$ cat config.mk
export PLATFORM = sky130hd
export DESIGN_NAME = local_bus_ctrl
export DESIGN_NICKNAME = d
export VERILOG_FILES = /design/src/design/lbc_pkg.sv /design/src/design/win_match.sv /design/src/design/sel_pin.sv /design/src/design/local_bus_ctrl.sv
export SDC_FILE = /design/constraint.sdc
export NUM_CORES = 1
export LEC_CHECK = 0
export BUFFER_PORTS_ARGS = -buffer_cell sky130_fd_sc_hd__buf_2
export CORE_UTILIZATION = 35
export CTS_BUF_LIST = sky130_fd_sc_hd__clkbuf_4 sky130_fd_sc_hd__clkbuf_8
export CTS_CLUSTER_SIZE = 25
export DETAILED_ROUTE_END_ITERATION = 12
export HOLD_SLACK_MARGIN = 0.05
export PLACE_DENSITY_LB_ADDON = 0.05
export SLEW_MARGIN = 20
export SYNTH_ARGS = -nofsm -noshare
export SYNTH_HDL_FRONTEND = slang
export SYNTH_SLANG_ARGS = --single-unit
$ cat constraint.sdc
create_clock -name clk_i -period 3.2 [get_ports clk_i]
set_input_delay 0.96 -clock clk_i [delete_from_list [all_inputs] [get_ports clk_i]]
set_output_delay 0.96 -clock clk_i [all_outputs]
set_load 0.005 [all_outputs]
$ cat src/design/lbc_pkg.sv
/*
  shared constants and carrier structs for the local bus control block.
  assumes one clock domain; the cpu core side issues one access at a time.
*/
package lbc_pkg;
  localparam int unsigned ADDR_W       = 20;
  localparam int unsigned GCS_N        = 8;
  localparam int unsigned BLK_W        = 10;  // 1 kbyte block granularity
  localparam int unsigned IRQ_W        = 8;
  localparam logic [7:0]  COPROC_IRQ   = 8'h10;
  // reset window of the upper select
  localparam logic [19:0] UCS_RST_LO   = 20'hffc00;
  localparam logic [19:0] UCS_RST_HI   = 20'hfffff;
  localparam logic        LCS_RST_EN   = 1'b0;
  localparam logic        GCS_RST_EN   = 1'b0;
  localparam logic        PORT_RST_VAL = 1'b1;

  // one select window
  typedef struct packed {
    logic              en;
    logic              mem;    // matches memory cycles
    logic              io;     // matches i/o cycles
    logic              no_rdy; // ignore the ready input
    logic [ADDR_W-1:0] lo;
    logic [ADDR_W-1:0] hi;
  } win_cfg_t;

  // access request from the core
  typedef struct packed {
    logic              write;
    logic              io;
    logic              coproc;
    logic              locked;
    logic [ADDR_W-1:0] addr;
  } bus_req_t;
endpackage

$ cat src/design/win_match.sv
/*
  address window comparator for one chip select.
  assumes configuration is stable while an access is in flight.
*/
`timescale 1ns/100ps
module win_match
  import lbc_pkg::*;
(
  input  wire win_cfg_t          cfg_i,
  input  wire logic [ADDR_W-1:0] addr_i,
  input  wire logic              io_i,
  output logic                   hit_o
);
  always_comb begin
    hit_o = cfg_i.en && (io_i ? cfg_i.io : cfg_i.mem) &&
            (addr_i >= cfg_i.lo) && (addr_i <= cfg_i.hi);
  end
endmodule // win_match

$ cat src/design/sel_pin.sv
/*
  one generic select pin with output port fallback.
  assumes the hit input is already qualified with an active access.
*/
`timescale 1ns/100ps
module sel_pin
  import lbc_pkg::*;
(
  input  wire logic clk_i,
  input  wire logic rst_n_i,
  input  wire logic sel_en_i,
  input  wire logic hit_i,
  input  wire logic port_val_i,
  output logic      pin_n_o
);
  // select or port bit
  always_ff @(posedge clk_i or negedge rst_n_i) begin
    if (!rst_n_i) begin
      pin_n_o <= 1'b1;
    end else begin
      pin_n_o <= sel_en_i ? ~hit_i : port_val_i;
    end
  end
endmodule // sel_pin

$ cat src/design/local_bus_ctrl.sv
/*
  local bus control: strobes, ready, transceiver control, lock, bus
  takeover, coprocessor signals and chip selects.
  assumes the core presents one request at a time and holds it until
  done; pins are synchronous to clk_i; pads resolve the lock pin.
*/
// Function
// assert read strobe during read cycles
// assert write strobe during write cycles
// cycle ends only on ready, unless the select ignores ready
// transceiver enable active only while data moves
// direction output shows data flowing out or in
// while locked, no takeover grant and cycle not broken
// lock pin is a weakly held input during reset, never driven low
// give bus to external master only at unlocked instruction boundaries
// on acknowledge, data and control outputs are floated
// coprocessor select asserted on coprocessor accesses
// exception sampled at numerics start raises interrupt type 16
// coprocessor transfer request flagged as pending transfer
// upper select active for cycles in its programmed range
// upper select decodes memory 0ffc00h to 0fffffh after reset
// lower select memory only, inactive until programmed
// generic pins select when enabled, else output port bits
// generic pin values readable internally
// selects active low, high when no matching access
`timescale 1ns/100ps
module local_bus_ctrl
  import lbc_pkg::*;
#(
  parameter int unsigned N_GCS = GCS_N
) (
  input  wire logic             clk_i,
  input  wire logic             rst_n_i,
  // core side
  input  wire logic             req_valid_i,
  input  wire bus_req_t         req_i,
  input  wire logic             insn_boundary_i,
  input  wire logic             numerics_start_i,
  output logic                  req_done_o,
  output logic                  irq_o,
  output logic [IRQ_W-1:0]      irq_type_o,
  output logic                  xfer_pending_o,
  output logic [N_GCS-1:0]      port_readback_o,
  // select configuration
  input  wire logic             cfg_wr_i,
  input  wire win_cfg_t         ucs_cfg_i,
  input  wire win_cfg_t         lcs_cfg_i,
  input  wire win_cfg_t [N_GCS-1:0] gcs_cfg_i,
  input  wire logic [N_GCS-1:0] port_val_i,
  // bus pins
  input  wire logic             ready_i,
  input  wire logic             takeover_request_i,
  input  wire logic             coproc_error_i,
  input  wire logic             coproc_transfer_request_i,
  input  wire logic             lock_in_i,
  output logic                  read_n_o,
  output logic                  write_n_o,
  output logic                  ctrl_oe_o,
  output logic                  transceiver_enable_n_o,
  output logic                  transfer_direction_o,
  output logic                  lock_n_o,
  output logic                  lock_oe_o,
  output logic                  takeover_acknowledge_o,
  output logic                  coproc_select_n_o,
  output logic                  upper_select_n_o,
  output logic                  lower_select_n_o,
  output logic [N_GCS-1:0]      generic_select_n_o
);
  // ------------------------------------------------------------
  // state machine
  // ------------------------------------------------------------
  typedef enum logic [4:0] {
    ST_IDLE = 5'b00001,
    ST_ADDR = 5'b00010,
    ST_DATA = 5'b00100,
    ST_DONE = 5'b01000,
    ST_HOLD = 5'b10000
  } st_t;

  st_t      state;
  st_t      next_state;
  bus_req_t cur;
  win_cfg_t ucs_cfg;
  win_cfg_t lcs_cfg;
  win_cfg_t [N_GCS-1:0] gcs_cfg;
  logic     locked;
  logic     ucs_hit;
  logic     lcs_hit;
  logic [N_GCS-1:0] gcs_hit;
  logic     no_rdy;
  logic     active;
  logic     grant_ok;

  // ------------------------------------------------------------
  // configuration
  // ------------------------------------------------------------
  // upper select reset window, R15 lower off
  always_ff @(posedge clk_i or negedge rst_n_i) begin
    if (!rst_n_i) begin
      ucs_cfg <= '{en: 1'b1, mem: 1'b1, io: 1'b0, no_rdy: 1'b0,
                   lo: UCS_RST_LO, hi: UCS_RST_HI};
      lcs_cfg <= '{en: LCS_RST_EN, mem: 1'b1, io: 1'b0, no_rdy: 1'b0,
                   lo: '0, hi: '0};
      gcs_cfg <= '0;
    end else if (cfg_wr_i) begin
      ucs_cfg <= ucs_cfg_i;
      // memory cycles only
      lcs_cfg <= '{en: lcs_cfg_i.en, mem: 1'b1, io: 1'b0,
                   no_rdy: lcs_cfg_i.no_rdy, lo: lcs_cfg_i.lo, hi: lcs_cfg_i.hi};
      gcs_cfg <= gcs_cfg_i;
    end
  end

  // ------------------------------------------------------------
  // address decode
  // ------------------------------------------------------------
  assign active = (state == ST_ADDR) || (state == ST_DATA);

  // upper window compare
  win_match u_ucs (
    .cfg_i  (ucs_cfg),
    .addr_i (cur.addr),
    .io_i   (cur.io),
    .hit_o  (ucs_hit)
  );

  win_match u_lcs (
    .cfg_i  (lcs_cfg),
    .addr_i (cur.addr),
    .io_i   (cur.io),
    .hit_o  (lcs_hit)
  );

  genvar g;
  generate
    for (g = 0; g < N_GCS; g++) begin : g_gcs
      win_match u_win (
        .cfg_i  (gcs_cfg[g]),
        .addr_i (cur.addr),
        .io_i   (cur.io),
        .hit_o  (gcs_hit[g])
      );
      sel_pin u_pin (
        .clk_i      (clk_i),
        .rst_n_i    (rst_n_i),
        .sel_en_i   (gcs_cfg[g].en),
        .hit_i      (gcs_hit[g] && active && !cur.coproc),
        .port_val_i (port_val_i[g]),
        .pin_n_o    (generic_select_n_o[g])
      );
    end
  endgenerate

  always_comb begin
    no_rdy = (ucs_hit && ucs_cfg.no_rdy) || (lcs_hit && lcs_cfg.no_rdy);
    for (int i = 0; i < N_GCS; i++) begin
      no_rdy = no_rdy || (gcs_hit[i] && gcs_cfg[i].no_rdy);
    end
  end

  // boundary grant, R6 never while locked
  assign grant_ok = takeover_request_i && insn_boundary_i && !locked &&
                    !(req_valid_i && req_i.locked);

  always_comb begin
    next_state = state;
    case (state)
      ST_IDLE: begin
        if (grant_ok) begin
          next_state = ST_HOLD;
        end else if (req_valid_i) begin
          next_state = ST_ADDR;
        end
      end
      ST_ADDR: next_state = ST_DATA;
      // ready or programmed ignore ends the cycle
      ST_DATA: begin
        if (ready_i || no_rdy) begin
          next_state = ST_DONE;
        end
      end
      ST_DONE: next_state = ST_IDLE;
      ST_HOLD: begin
        if (!takeover_request_i) begin
          next_state = ST_IDLE;
        end
      end
      default: next_state = ST_IDLE;
    endcase
  end

  always_ff @(posedge clk_i or negedge rst_n_i) begin
    if (!rst_n_i) begin
      state <= ST_IDLE;
    end else begin
      state <= next_state;
    end
  end

  always_ff @(posedge clk_i or negedge rst_n_i) begin
    if (!rst_n_i) begin
      cur <= '0;
    end else if (state == ST_IDLE && next_state == ST_ADDR) begin
      cur <= req_i;
    end
  end

  // lock follows the prefix of each accepted request; also released when idle at an instruction boundary with no request
  always_ff @(posedge clk_i or negedge rst_n_i) begin
    if (!rst_n_i) begin
      locked <= 1'b0;
    end else if (state == ST_IDLE && next_state == ST_ADDR) begin
      locked <= req_i.locked;
    end else if (state == ST_IDLE && insn_boundary_i && !req_valid_i) begin
      locked <= 1'b0;
    end
  end

  // ------------------------------------------------------------
  // pin drive
  // ------------------------------------------------------------
  always_ff @(posedge clk_i or negedge rst_n_i) begin
    if (!rst_n_i) begin
      read_n_o               <= 1'b1;
      write_n_o              <= 1'b1;
      transceiver_enable_n_o <= 1'b1;
      transfer_direction_o   <= 1'b0;
      ctrl_oe_o              <= 1'b0;
      takeover_acknowledge_o <= 1'b0;
    end else begin
      // read strobe
      read_n_o <= !(next_state == ST_DATA && !cur.write);
      // write strobe
      write_n_o <= !(next_state == ST_DATA && cur.write);
      // enable only in data phase
      transceiver_enable_n_o <= (next_state != ST_DATA);
      // high when processor drives data out
      if (next_state == ST_ADDR) begin
        transfer_direction_o <= req_i.write;
      end
      // float control before acknowledging
      ctrl_oe_o <= (next_state != ST_HOLD);
      takeover_acknowledge_o <= (next_state == ST_HOLD) && (state == ST_HOLD);
    end
  end

  // lock pin never driven during reset
  always_ff @(posedge clk_i or negedge rst_n_i) begin
    if (!rst_n_i) begin
      lock_n_o  <= 1'b1;
      lock_oe_o <= 1'b0;
    end else begin
      lock_n_o  <= !((next_state == ST_ADDR || next_state == ST_DATA) &&
                     (state == ST_IDLE ? req_i.locked : locked));
      lock_oe_o <= (next_state != ST_HOLD);
    end
  end

  // coprocessor select, R18 selects high when idle
  always_ff @(posedge clk_i or negedge rst_n_i) begin
    if (!rst_n_i) begin
      coproc_select_n_o <= 1'b1;
      upper_select_n_o  <= 1'b1;
      lower_select_n_o  <= 1'b1;
    end else begin
      coproc_select_n_o <= !(active && cur.coproc);
      // upper select
      upper_select_n_o  <= !(active && !cur.coproc && ucs_hit);
      // lower select
      lower_select_n_o  <= !(active && !cur.coproc && lcs_hit);
    end
  end

  // ------------------------------------------------------------
  // core side status
  // ------------------------------------------------------------
  always_ff @(posedge clk_i or negedge rst_n_i) begin
    if (!rst_n_i) begin
      req_done_o      <= 1'b0;
      irq_o           <= 1'b0;
      irq_type_o      <= '0;
      xfer_pending_o  <= 1'b0;
      port_readback_o <= {N_GCS{PORT_RST_VAL}};
    end else begin
      req_done_o <= (next_state == ST_DONE);
      // exception at numerics start
      irq_o      <= numerics_start_i && coproc_error_i;
      irq_type_o <= COPROC_IRQ;
      // pending coprocessor transfer
      xfer_pending_o <= coproc_transfer_request_i;
      // pin value readback
      port_readback_o <= generic_select_n_o;
    end
  end
endmodule // local_bus_ctrl

* Yosys cells after proc, flatten, opt, wreduce, memory -nomap -nowiden *
Cells that the tools add are included.

word-level totals
  input port bits = 483
  word-level logic and storage cells = 247
  output and inout bits = 38
  bits in registers = 497

operators by class
  multiplexer cells = 26
  bitwise operators = 8
  $lt $le $gt $ge = 20
  eq/ne operators = 10
  reduce and logical (&&, ||, !) cells = 96

operators with widths
  operator                                                number
  greater-or-equal comparator 20 bit                      10
  <= comparator 20 bit                                    10
  logical AND 1 bit                                       72
  two-way mux 1 bit                                       21
  two-way mux 5 bit                                       4
  case mux 5 bit (4 select lines)                         1
  logical OR 1 bit                                        12
  logical NOT 1 bit                                       11
  == test 5 x 2 -> 1 bit (second input constant)          2
  == test 5 x 3 -> 1 bit (second input constant)          2
  == test 5 bit (second input constant)                   2
  NOT 1 bit                                               8
  == test 5 x 1 -> 1 bit (second input constant)          1
  == test 5 x 4 -> 1 bit (second input constant)          1
  inequality test 5 x 3 -> 1 bit (second input constant)  1
  inequality test 5 bit (second input constant)           1
  nonzero test 2 bit                                      1

* Logic depth before layout (Yosys ltp) *
Gate-level depths: netlist of run 1.

  depth in word-level cells = 21
  depth in mapped cells = 11

* Modules after synthesis *
A second synthesis of run 1 with hierarchy kept.

unflattened totals
  cells, all modules = 2,504
  area, all modules = 28,731.3 µm²

by module, submodules not included
  module          cells an instance  sequential area each (µm²)  area an instance (µm²)  times used
  local_bus_ctrl  1,070              12,296.8                    18,113.6                1
  win_match       141                0.0                         1,029.7                 10
  sel_pin         3                  26.3                        40.0                    8

* Worst setup path before layout of run 1 *
OpenSTA, ideal clock, no wires.

  path type = register to register
  start = reg cur[0] (netlist bit)
  end = reg state[2]
  data arrival time = 2.846 ns
  slack = 0.289 ns
  buffers on the path = 0
  stages on the path, launching flop included = 12
  setup time = 0.065 ns
  data required time = 3.135 ns
  cells stage by stage = dfrtp_1 -> inv_1 -> ha_1 -> nand2b_4 -> a2111oi_4 -> o32ai_1 -> o311ai_2 -> a31oi_1 -> a32oi_1 -> o2111ai_2 -> nor4_4 -> or2_1

on the way
  cells in the longest elaborated chain, start to end = 16
  elaborated cells between the ends (all ways) = 62
  those cells by class = 20 x order compare; 2 x mux; 40 x reduce/logical

ends and longest elaborated chain
  item                                 line                   RTL
  from (decl)                          local_bus_ctrl.sv:82   bus_req_t cur;
  from (signal assigned)               local_bus_ctrl.sv:204  cur <= req_i;
  greater-or-equal comparator 20 bit   win_match.sv:16        (addr_i >= cfg_i.lo) && (addr_i <= cfg_i.hi);
  logical AND 1 bit                    win_match.sv:15        hit_o = cfg_i.en && (io_i ? cfg_i.io : cfg_i.mem) &&
  logical AND 1 bit                    win_match.sv:16
  logical AND 1 bit                    local_bus_ctrl.sv:155  no_rdy = (ucs_hit && ucs_cfg.no_rdy) || (lcs_hit && lcs_cfg.no_rdy);
  logical OR 1 bit                     local_bus_ctrl.sv:155
  logical OR 1 bit (7 in a row)        local_bus_ctrl.sv:157  no_rdy = no_rdy || (gcs_hit[i] && gcs_cfg[i].no_rdy);
  logical OR 1 bit (*)                 local_bus_ctrl.sv:157
  logical OR 1 bit (*)                 local_bus_ctrl.sv:178  if (ready_i || no_rdy) begin
  two-way mux 5 bit (*)                local_bus_ctrl.sv:178
  case mux 5 bit (4 select lines) (*)  local_bus_ctrl.sv:167  case (state)
  named net next_state[2]              local_bus_ctrl.sv:81   st_t next_state;
  to (signal assigned)                 local_bus_ctrl.sv:196  state <= next_state;
  to (decl)                            local_bus_ctrl.sv:80   st_t state;

Mark *: on every way through the listed nets, which the timed path passes. The rest lies on a longest branch.
A chain may end at the register's enable or synchronous reset.

* Final worst setup path of run 1 *
  start = reg cur[7] (netlist bit)
  end = reg state[2]

Same word-level chain as after synthesis.

==> qor.txt, run 1 <==
post-synthesis instance area: 0.0277 sq mm
via count of the first global-routing pass: 24651
share of final-layout standard cells stronger than drive strength 1: 30.6%
max-slew violation total from the final report: 0
CP Data Required Time: 3.76 ns
CP Buf/Inv Count: 2
CTS tree: built
wire length on met1: 46.4 mm
# port buffers: 510
area of the multi-input gates: 0.0138 sq mm
predominant post-synthesis flop cell: dfrtp_1
length of the first detailed-routing pass in iterations: 5
relative max-transition margin: 55.1%
met3 routed WL: 4.79 mm
total congestion overflow: 0
crit-path cells: buf_12 > ha_1 > a21oi_1 > o21ai_0 > a221o_1 > a2111o_1 > a221oi_4 > a32oi_2 > o2111ai_4 > nor4_4 > buf_4 > or2_1
post-detailed-routing wire length: 101 mm
cells taking the most area after synthesis: dfrtp_1 (40%), ha_1 (18%), o21ai_0 (8.0%), nand2_1 (6.2%), inv_1 (5.3%)
clock transition at the registers of the reported paths: 0.06 ns
detailed router's first-iteration violation count: 1250
ANT nets after route: 0
power density over the cells: 767 mW/mm^2
commonest cells after routing, fill and taps aside: buf_2 (508), nand2_1 (454), o21ai_0 (436)
Min Clock Period, post-route: 3.24 ns
transition time at the pin with the least slew margin: 0.674 ns
placed cell areas: 0.0328 sq mm
synthesized area per cell: 9.49 sq um
Max H-tree Level: 3
Switching Fraction: 38.6%
Critical Path Source Type: flop
total met2 wirelength after detailed routing: 46.9 mm
latest clock arrival within the worst-skew pair: 0.71 ns
maximum number of pins on one net before global-route repair: 83
antenna violations before repair: 11
worst-case reg-to-reg path depth: 12
I/O pin cnt: 521
RSZ-0062 raised after global routing: yes
number of synthesis warnings: 0
static leakage: 18.1 nW
combinational cell fraction of total power: 46.6%
CTS sink count: 497
starting utilization of the core area: 35.5%
number of synthesized register bits: 497
skew final: 0.0378 ns
gr usage total: 25.0%
CTS Root Cell: clkbuf_8
placer's final routability congestion estimate: 0.855
first-pass GRT wire length: 151 mm
crit share post-route: 101%
Site Rows: 102
DPL Wire Length: 77.6 mm
failing checks: negative setup slack
post-synthesis sequential area ratio: 45.2%
FMAX: 309 MHz
net count of the finished layout: 4503
chip height: 283 um
number of buffers added by the clock tree synthesis step: 96
placeable core area: 0.0778 sq mm
uppermost metal layer occupied by signal nets: met5
Internal Pwr Total: 17.0 mW
Die ar.: 0.0802 sq mm
relative contribution of the clock network to total power: 25.9%
maximum net fanout on the critical path: 4
relative area change from synthesis to final layout: 30.2%
sequential share of power: 27.6%
final worst slack: -0.0392 ns
maximum ir drop on the vdd rail: 288 uV
final count of negative-setup-slack endpoints: 2
power spent charging and discharging nets: 10.7 mW
detailed-route via count: 23648
most common library cell in the layout ignoring fill and taps: buf_2
post-synthesis cell count: 2917
slowest library cell on the worst path: dfrtp_4
Worst path max stage delay: 0.55 ns
critical path endpoint category: flop
status: finished, violations left
post-synthesis cell type with the largest combined area: dfrtp_1
total of fill cells in the finished design: 7614
Sequential cell area: 0.0125 sq mm
number of synthesized flops with an enable pin: 0
delay-heaviest family, CP: compound AO/OA/AOI/OAI gates
maximum clock path buffer count: 3
share of synthesized flip-flops with an asynchronous set or reset: 100%
design area: 0.0360 sq mm
endpoint arrival time on the critical path: 3.80 ns
average routed wire per standard cell: 21.3 um
DRC violation count after routing: 0
final hold violation count: 0
number of vias per cell: 4.99
final design utilization: 46.3%
post-synth top area share: 39.9%
horizontal die dimension: 283 um
post-synthesis cell type count: 68
maxcap violations: 0
path length in cells of the critical path: 12
Worst Setup Path Type: reg -> reg
type of the tightest min-delay check: in -> async
[state kept, by name (all words and copies together), names as in the netlist, 5 cells and up]
| name | count |
|---|---|
| state | 5 |
| port_readback_o | 8 |
| cur | 23 |
| g_gcs.u_pin.pin_n_o | 8 |
| gcs_cfg | 352 |
| ucs_cfg | 44 |
| lcs_cfg | 42 |
[power groups by stage]
stage	Clock [mW]	Sequential, mW	Combinational [mW]
after floorplan	0	7.93	5.80
after global placement	0	7.83	11.1
after detailed placement	0	7.84	11.5
after CTS	7.34	7.72	12.1
after global routing	7.60	7.70	14.4
final	7.15	7.61	12.9
[cell usage after synthesis (2+ instances only)]
cell	number
nand2_1	456
o21ai_0	443
dfrtp_1	441
ha_1	400
inv_1	394
a21oi_1	131
clkbuf_1	91
mux2_2	83
nand4_1	69
dfstp_2	56
nor2_1	55
a21o_1	37
nand3_1	35
a211oi_1	22
nor2b_1	20
buf_4	18
and4_1	16
nand2b_1	16
o21a_1	11
a31oi_1	9
and2_1	8
nor3_1	8
nor4_1	8
a2111oi_0	7
o31ai_1	7
or3_1	5
a221o_1	4
a221oi_1	4
mux2i_1	4
o21bai_1	4
a211o_1	3
a41oi_1	3
o211ai_1	3
or2_2	3
a2111o_1	2
a21boi_0	2
buf_2	2
conb_1	2
o21ai_1	2
o22a_1	2
o32ai_1	2
o41ai_1	2
or4_1	2
[through the flow]
step                TNS (ns)  total power [mW]  cells  worst slack, ns  hold WS [ns]
finish               -0.0465              27.6   4739          -0.0392         0.202
global route          -0.609              29.7   4738           -0.160         0.205
CTS                        0              27.1   4716          0.00140         0.189
detailed placement     -2.68              19.3   4526           -0.446         0.359
global placement       -3.06              19.0   4526           -0.496         0.361
floorplan                  0              13.7   2923            0.289         0.354
[timing repair]
action | 4_1_cts | 5_1_grt
pin swaps | 13 | 41
resized for setup | 47 | 73
endpoints found under the setup margin | 7 | 7
hold buffers | 0 | 0
setup buffers | 15 | 23
[layer usage]
layer | global-route usage [%] | up-vias
li1 | - | 11372
met1 | 34.2 | 11483
met2 | 40.6 | 628
met3 | 3.76 | 161
met4 | 7.62 | 4
met5 | 0 | -
[worst paths after layout]
kind / end / start / slack (ns)
max: state[2]$_DFF_PN0_ / cur[7]$_DFFE_PN0P_ / -0.04
min: gcs_cfg[270]$_DFFE_PN0P_ / rst_n_i / 0.20
max reg2reg: state[2]$_DFF_PN0_ / cur[7]$_DFFE_PN0P_ / -0.04
min reg2reg: port_readback_o[4]$_DFF_PN1_ / g_gcs[4].u_pin.pin_n_o$_DFF_PN1_ / 0.37
max in group asynchronous: port_readback_o[1]$_DFF_PN1_ / rst_n_i / 1.98
min in group clk_i: port_readback_o[4]$_DFF_PN1_ / g_gcs[4].u_pin.pin_n_o$_DFF_PN1_ / 0.37
[layout make-up]
class	instances	area share [%]
antenna	2	0.0139
clock buffer	154	5.43
clock inverter	21	0.604
inverter	394	4.11
multi-input combinational	1920	38.4
sequential	497	34.8
tap	1040	3.61
timing repair buffer	711	13.1
[logic make-up after synthesis]
logic type	after synthesis	synth area share, %
compound gates	714	14.5
fa+ha+maj	400	18.1
buf+inv	506	7.12
flops	497	45.2
mux	87	3.52
other cells	2	0.0271
simple gates	711	11.6
No activity file was read; power rests on OpenSTA's default activity.
==> inputs of run 2 (changes only) <==
--- a/config.mk
+++ b/config.mk
@@ -6,7 +6,7 @@
 export NUM_CORES = 1
 export LEC_CHECK = 0
 export BUFFER_PORTS_ARGS = -buffer_cell sky130_fd_sc_hd__buf_2
-export CORE_UTILIZATION = 35
+export CORE_UTILIZATION = 50
 export CTS_BUF_LIST = sky130_fd_sc_hd__clkbuf_4 sky130_fd_sc_hd__clkbuf_8
 export CTS_CLUSTER_SIZE = 25
 export DETAILED_ROUTE_END_ITERATION = 12
==> run 2 against run 1 <==
The flow still finishes with violations (negative setup slack); count of clock-buffer cells in the layout fell by 9; hold slack got worse by 0.011 ns; sequential share of layout area rose by 1.7 points; first-iteration DRC count rose by 23%; final area fell by 4.4%; register-to-register slack improved by 0.02 ns; sequential power rose by 3.8%; via count rose by 0.39%; global-route usage rose by 7.6 points; maximum frequency rose by 0.76%; cell count fell by 8.7%; core utilization rose by 17 points; critical endpoint unchanged; highest routed layer unchanged.
==> qor.txt, run 2 (same netlist as run 1, synthesis figures left out) <==
status: finished, violations left
failing checks: negative setup slack
# port buffers: 510
CTS sink count: 497
length of the first detailed-routing pass in iterations: 8
commonest cells after routing, fill and taps aside: buf_2 (508), nand2_1 (455), o21ai_0 (439)
placer's final routability congestion estimate: 0.900
number of vias per cell: 5.49
relative max-transition margin: 50.5%
DPL Wire Length: 68.4 mm
DRC violation count after routing: 0
biggest registers after layout: gcs_cfg (352), ucs_cfg (44), lcs_cfg (42)
transition time at the pin with the least slew margin: 0.743 ns
static leakage: 17.6 nW
Largest Register: gcs_cfg
chip height: 237 um
detailed router's first-iteration violation count: 1542
Worst Setup Path Type: reg -> reg
horizontal die dimension: 237 um
final count of negative-setup-slack endpoints: 1
first-pass GRT wire length: 138 mm
skew final: 0.0389 ns
final cell count without fillers: 4328
final hold violation count: 0
Max H-tree Level: 3
clock transition at the registers of the reported paths: 0.06 ns
maximum clock path buffer count: 3
critical path endpoint category: flop
Critical Path Source Type: flop
worst setup path startpoint: cur[11]$_DFFE_PN0P_
relative area change from synthesis to final layout: 24.5%
Min Clock Period, post-route: 3.21 ns
maximum ir drop on the vdd rail: 391 uV
RSZ-0062 raised after global routing: yes
ANT nets after route: 0
share of final-layout standard cells stronger than drive strength 1: 28.6%
via count of the first global-routing pass: 24430
I/O pin cnt: 521
pre-CTS setup slack: -0.373 ns
maximum number of pins on one net before global-route repair: 91
net count of the finished layout: 4447
placed cell areas: 0.0317 sq mm
crit share post-route: 100%
reg-to-reg critical path endpoint: state[2]$_DFF_PN0_
max-slew violation total from the final report: 0
power density over the cells: 744 mW/mm^2
type of the tightest min-delay check: in -> async
CTS Root Cell: clkbuf_8
gr usage total: 32.6%
worst-case reg-to-reg path depth: 13
placeable core area: 0.0542 sq mm
design area: 0.0344 sq mm
r2r setup slk: -0.01 ns
detailed-route via count: 23741
latest clock arrival within the worst-skew pair: 0.67 ns
number of buffers added by the clock tree synthesis step: 86
maximum net fanout on the critical path: 7
most common library cell in the layout ignoring fill and taps: buf_2
final worst slack: -0.0149 ns
total congestion overflow: 0
average routed wire per standard cell: 21.1 um
maxcap violations: 0
Site Rows: 85
post-detailed-routing wire length: 91.1 mm
CTS tree: built
FMAX: 311 MHz
max reg flops: 352
CP Data Required Time: 3.75 ns
final design utilization: 63.5%
Die ar.: 0.0563 sq mm
starting utilization of the core area: 51.0%
smallest hold slack: 0.192 ns
endpoint arrival time on the critical path: 3.77 ns
Worst R2R Start: cur[11]$_DFFE_PN0P_
Cell Count Post-Placement: 4122
antenna violations before repair: 7
run 2: cell count changes in the layout (fill, tap and decap cells not counted), moves of 5 or more:
| cell | change |
|---|---|
| clkbuf_8 | -23 |
| buf_4 | -27 |
| clkbuf_4 | +14 |
| ha_1 | +9 |
| clkinvlp_4 | -5 |
| dfrtp_4 | +10 |
| ha_4 | -9 |
| dfrtp_2 | -10 |
| buf_12 | -16 |
run 2: per-layer routing:
metal / track usage [%] / part of all wire (%) / up-vias
li1: - / - / 11239
met1: 42.4 / 42 / 11517
met2: 53.6 / 47 / 795
met3: 6.41 / 7.2 / 180
met4: 12.5 / 3.5 / 10
met5: 0 / 0.056 / -
run 2: through the flow:
step | TNS, ns | power, mW
after CTS | -0.00771 | 25.4
after global routing | -0.211 | 27.4
final | -0.0149 | 25.6
after floorplan | 0 | 13.7
after detailed placement | -1.59 | 18.4
after global placement | -1.20 | 17.8
run 2: how the worst max path moves through the flow:
stage / cells past startpoint / slack [ns] / to
3_3_place_gp: 12 / -0.26 / state[2]$_DFF_PN0_
2_1_floorplan: 11 / 0.29 / state[2]$_DFF_PN0_
5_1_grt: 13 / -0.10 / state[2]$_DFF_PN0_
3_5_place_dp: 12 / -0.37 / lock_n_o$_DFF_PN1_
4_1_cts: 13 / -0.008 / lock_n_o$_DFF_PN1_
6_report: 13 / -0.01 / state[2]$_DFF_PN0_
run 2: repair_timing:
item / 4_1_cts / 5_1_grt
resized for setup: 55 / 38
endpoints found under the setup margin: 7 / 7
gates cloned: 0 / 0
pin swaps: 27 / 29
hold buffers: 0 / 0
setup buffers: 48 / 5
run 2: power by group:
part / total [mW] / switching (mW) / internal, mW / leakage, nW
combinational: 11.7 / 6.54 / 5.15 / 10.7
sequential: 7.90 / 0.766 / 7.13 / 5.90
clock: 6.05 / 2.64 / 3.41 / 0.974
total: 25.6 / 9.94 / 15.7 / 17.6
run 2: critical path, cell delays in order (launching register included):
cell and delay, ns:
dfrtp_2 0.44, buf_4 0.20, ha_1 0.33, and4_1 0.24
nand2_1 0.08, nor3_1 0.06, a221o_1 0.35, o31ai_4 0.23
buf_6 0.14, nand4_1 0.22, o2111ai_4 0.37, nor4_4 0.08
buf_6 0.14, or2_1 0.20
run 2: cell type report:
cell class                 instances  area (sq um)
clock buffer                     145          1750
multi-input combinational       1920         13600
inverter                         394          1480
tap                              696           871
timing repair buffer             665          4140
antenna                            2          5.00
clock inverter                     9          45.0
sequential                       497         12600
fill                            4606         19800
==> inputs of run 3 (changes only) <==
--- a/config.mk
+++ b/config.mk
@@ -12,7 +12,7 @@
 export DETAILED_ROUTE_END_ITERATION = 12
 export HOLD_SLACK_MARGIN = 0.05
 export PLACE_DENSITY_LB_ADDON = 0.05
-export SLEW_MARGIN = 20
+export RECOVER_POWER = 25
 export SYNTH_ARGS = -nofsm -noshare
 export SYNTH_HDL_FRONTEND = slang
 export SYNTH_SLANG_ARGS = --single-unit
==> run 3 against run 2 <==
The run ends with max-capacitance violations, max-slew violations, negative setup slack left; routed wire length barely moved; sequential share of layout area barely moved; count of clock-buffer cells in the layout did not move; global-route usage did not move; critical path type unchanged; critical endpoint unchanged; largest power group unchanged.
==> qor.txt, run 3 (same netlist as run 1, synthesis figures left out) <==
max-slew violation total from the final report: 106
chip height: 237 um
DRC violation count after routing: 0
total congestion overflow: 0
biggest registers after layout: gcs_cfg (352), ucs_cfg (44), lcs_cfg (42)
FMAX: 310 MHz
I/O pin cnt: 521
Max H-tree Level: 3
number of buffers added by the clock tree synthesis step: 86
crit share post-route: 101%
placer's final routability congestion estimate: 0.900
endpoint arrival time on the critical path: 3.77 ns
average routed wire per standard cell: 21.0 um
static leakage: 17.6 nW
transition time at the pin with the least slew margin: 2.40 ns
critical path endpoint category: flop
skew final: 0.0359 ns
Die ar.: 0.0563 sq mm
CTS sink count: 497
maximum ir drop on the vdd rail: 387 uV
via count of the first global-routing pass: 24430
# port buffers: 510
length of the first detailed-routing pass in iterations: 6
smallest hold slack: 0.366 ns
status: finished, violations left
maximum clock path buffer count: 3
max reg flops: 352
design area: 0.0344 sq mm
relative area change from synthesis to final layout: 24.3%
maximum net fanout on the critical path: 5
type of the tightest min-delay check: reg -> reg
final worst slack: -0.0239 ns
latest clock arrival within the worst-skew pair: 0.66 ns
CP Data Required Time: 3.75 ns
net count of the finished layout: 4447
first-pass GRT wire length: 138 mm
horizontal die dimension: 237 um
Final Power: 25.6 mW
final count of negative-setup-slack endpoints: 2
ANT nets after route: 0
final hold violation count: 0
Min Clock Period, post-route: 3.22 ns
CTS tree: built
share of final-layout standard cells stronger than drive strength 1: 28.4%
hold buffer count at CTS: 0
gr usage total: 32.6%
placed cell areas: 0.0317 sq mm
r2r setup slk: -0.02 ns
Worst Setup Path Type: reg -> reg
Critical Path Source Type: flop
worst-case reg-to-reg path depth: 14
placeable core area: 0.0542 sq mm
detailed router's first-iteration violation count: 1578
starting utilization of the core area: 51.0%
post-detailed-routing wire length: 91.0 mm
antenna violations before repair: 7
maxcap violations: 2
number of vias per cell: 5.48
maximum number of pins on one net before global-route repair: 91
Site Rows: 85
most common library cell in the layout ignoring fill and taps: buf_2
relative max-transition margin: -59.7%
Worst Hold Depth: 0
CTS Root Cell: clkbuf_8
failing checks: max-capacitance violations, max-slew violations, negative setup slack
clock transition at the registers of the reported paths: 0.06 ns
Largest Register: gcs_cfg
DPL Wire Length: 68.4 mm
setup TNS: -0.0310 ns
power density over the cells: 745 mW/mm^2
detailed-route via count: 23725
final design utilization: 63.4%
commonest cells after routing, fill and taps aside: buf_2 (508), nand2_1 (455), o21ai_0 (439)
RSZ-0062 raised after global routing: yes
total of fill cells in the finished design: 4615
## run 3: cell types whose count changed in the layout (fill, tap and decap cells not counted)
cell / before / now
buf_12: 29 / 26
buf_8: 4 / 2
clkbuf_2: 0 / 3
dfstp_1: 0 / 6
buf_6: 8 / 11
dfstp_2: 56 / 50
clkdlybuf4s25_1: 0 / 1
buf_4: 116 / 114
## run 3: worst max-delay path: stages, from the launching register on
cell and delay, ns:
dfrtp_4 0.51, buf_4 0.15, buf_4 0.17, ha_1 0.29
and2_1 0.15, o21ai_0 0.07, nand2_1 0.08, a221o_1 0.36
o31ai_4 0.24, nand4_1 0.28, nand4_1 0.25, buf_4 0.18
nor4_4 0.04, buf_6 0.14, or2_1 0.20
## run 3: layout make-up
class,instances,area (sq um),share of cell area (%)
Multi-Input combinational cell,1920,13600,39.5
Sequential cell,497,12600,36.5
Timing Repair Buffer,665,4100,11.9
Clock buffer,145,1750,5.07
Inverter,394,1480,4.30
Tap cell,696,871,2.53
Clock inverter,9,45.0,0.131
Antenna cell,2,5.00,0.0145
## run 3: timing repair
action                                  in CTS  in global routing
pin swaps                                   27                 29
setup buffers                               48                  5
endpoints found under the setup margin       7                  7
hold endpoints to repair                     0                  0
gates resized for setup                     55                 38
## run 3: report_power, final
group          switching [mW]  total, mW  internal, mW
sequential              0.765       7.89          7.13
clock                    2.63       6.05          3.41
combinational            6.54       11.7          5.14
total                    9.94       25.6          15.7
## run 3: metrics by stage
| stage | setup slack, ns | cells |
|---|---|---|
| CTS | -0.00771 | 4323 |
| global route | -0.104 | 4327 |
| finish | -0.0239 | 4328 |
| floorplan | 0.289 | 2923 |
| detailed placement | -0.373 | 4122 |
| global placement | -0.262 | 4122 |
## run 3: final timing paths
check	start	end
setup / recovery	cur[2]$_DFFE_PN0P_	state[2]$_DFF_PN0_
hold / removal	g_gcs[5].u_pin.pin_n_o$_DFF_PN1_	port_readback_o[5]$_DFF_PN1_
setup reg to reg	cur[2]$_DFFE_PN0P_	state[2]$_DFF_PN0_
hold reg to reg	g_gcs[5].u_pin.pin_n_o$_DFF_PN1_	port_readback_o[5]$_DFF_PN1_
max in group asynchronous	rst_n_i	cur[14]$_DFFE_PN0P_
min in group asynchronous	rst_n_i	gcs_cfg[344]$_DFFE_PN0P_
## run 3: per-layer routing
layer | GRT usage, % | up-vias | part of all wire, %
met5 | 0 | - | 0.056
met4 | 12.5 | 10 | 3.5
met3 | 6.41 | 180 | 6.9
met2 | 53.6 | 763 | 47
met1 | 42.4 | 11522 | 42
li1 | - | 11250 | -
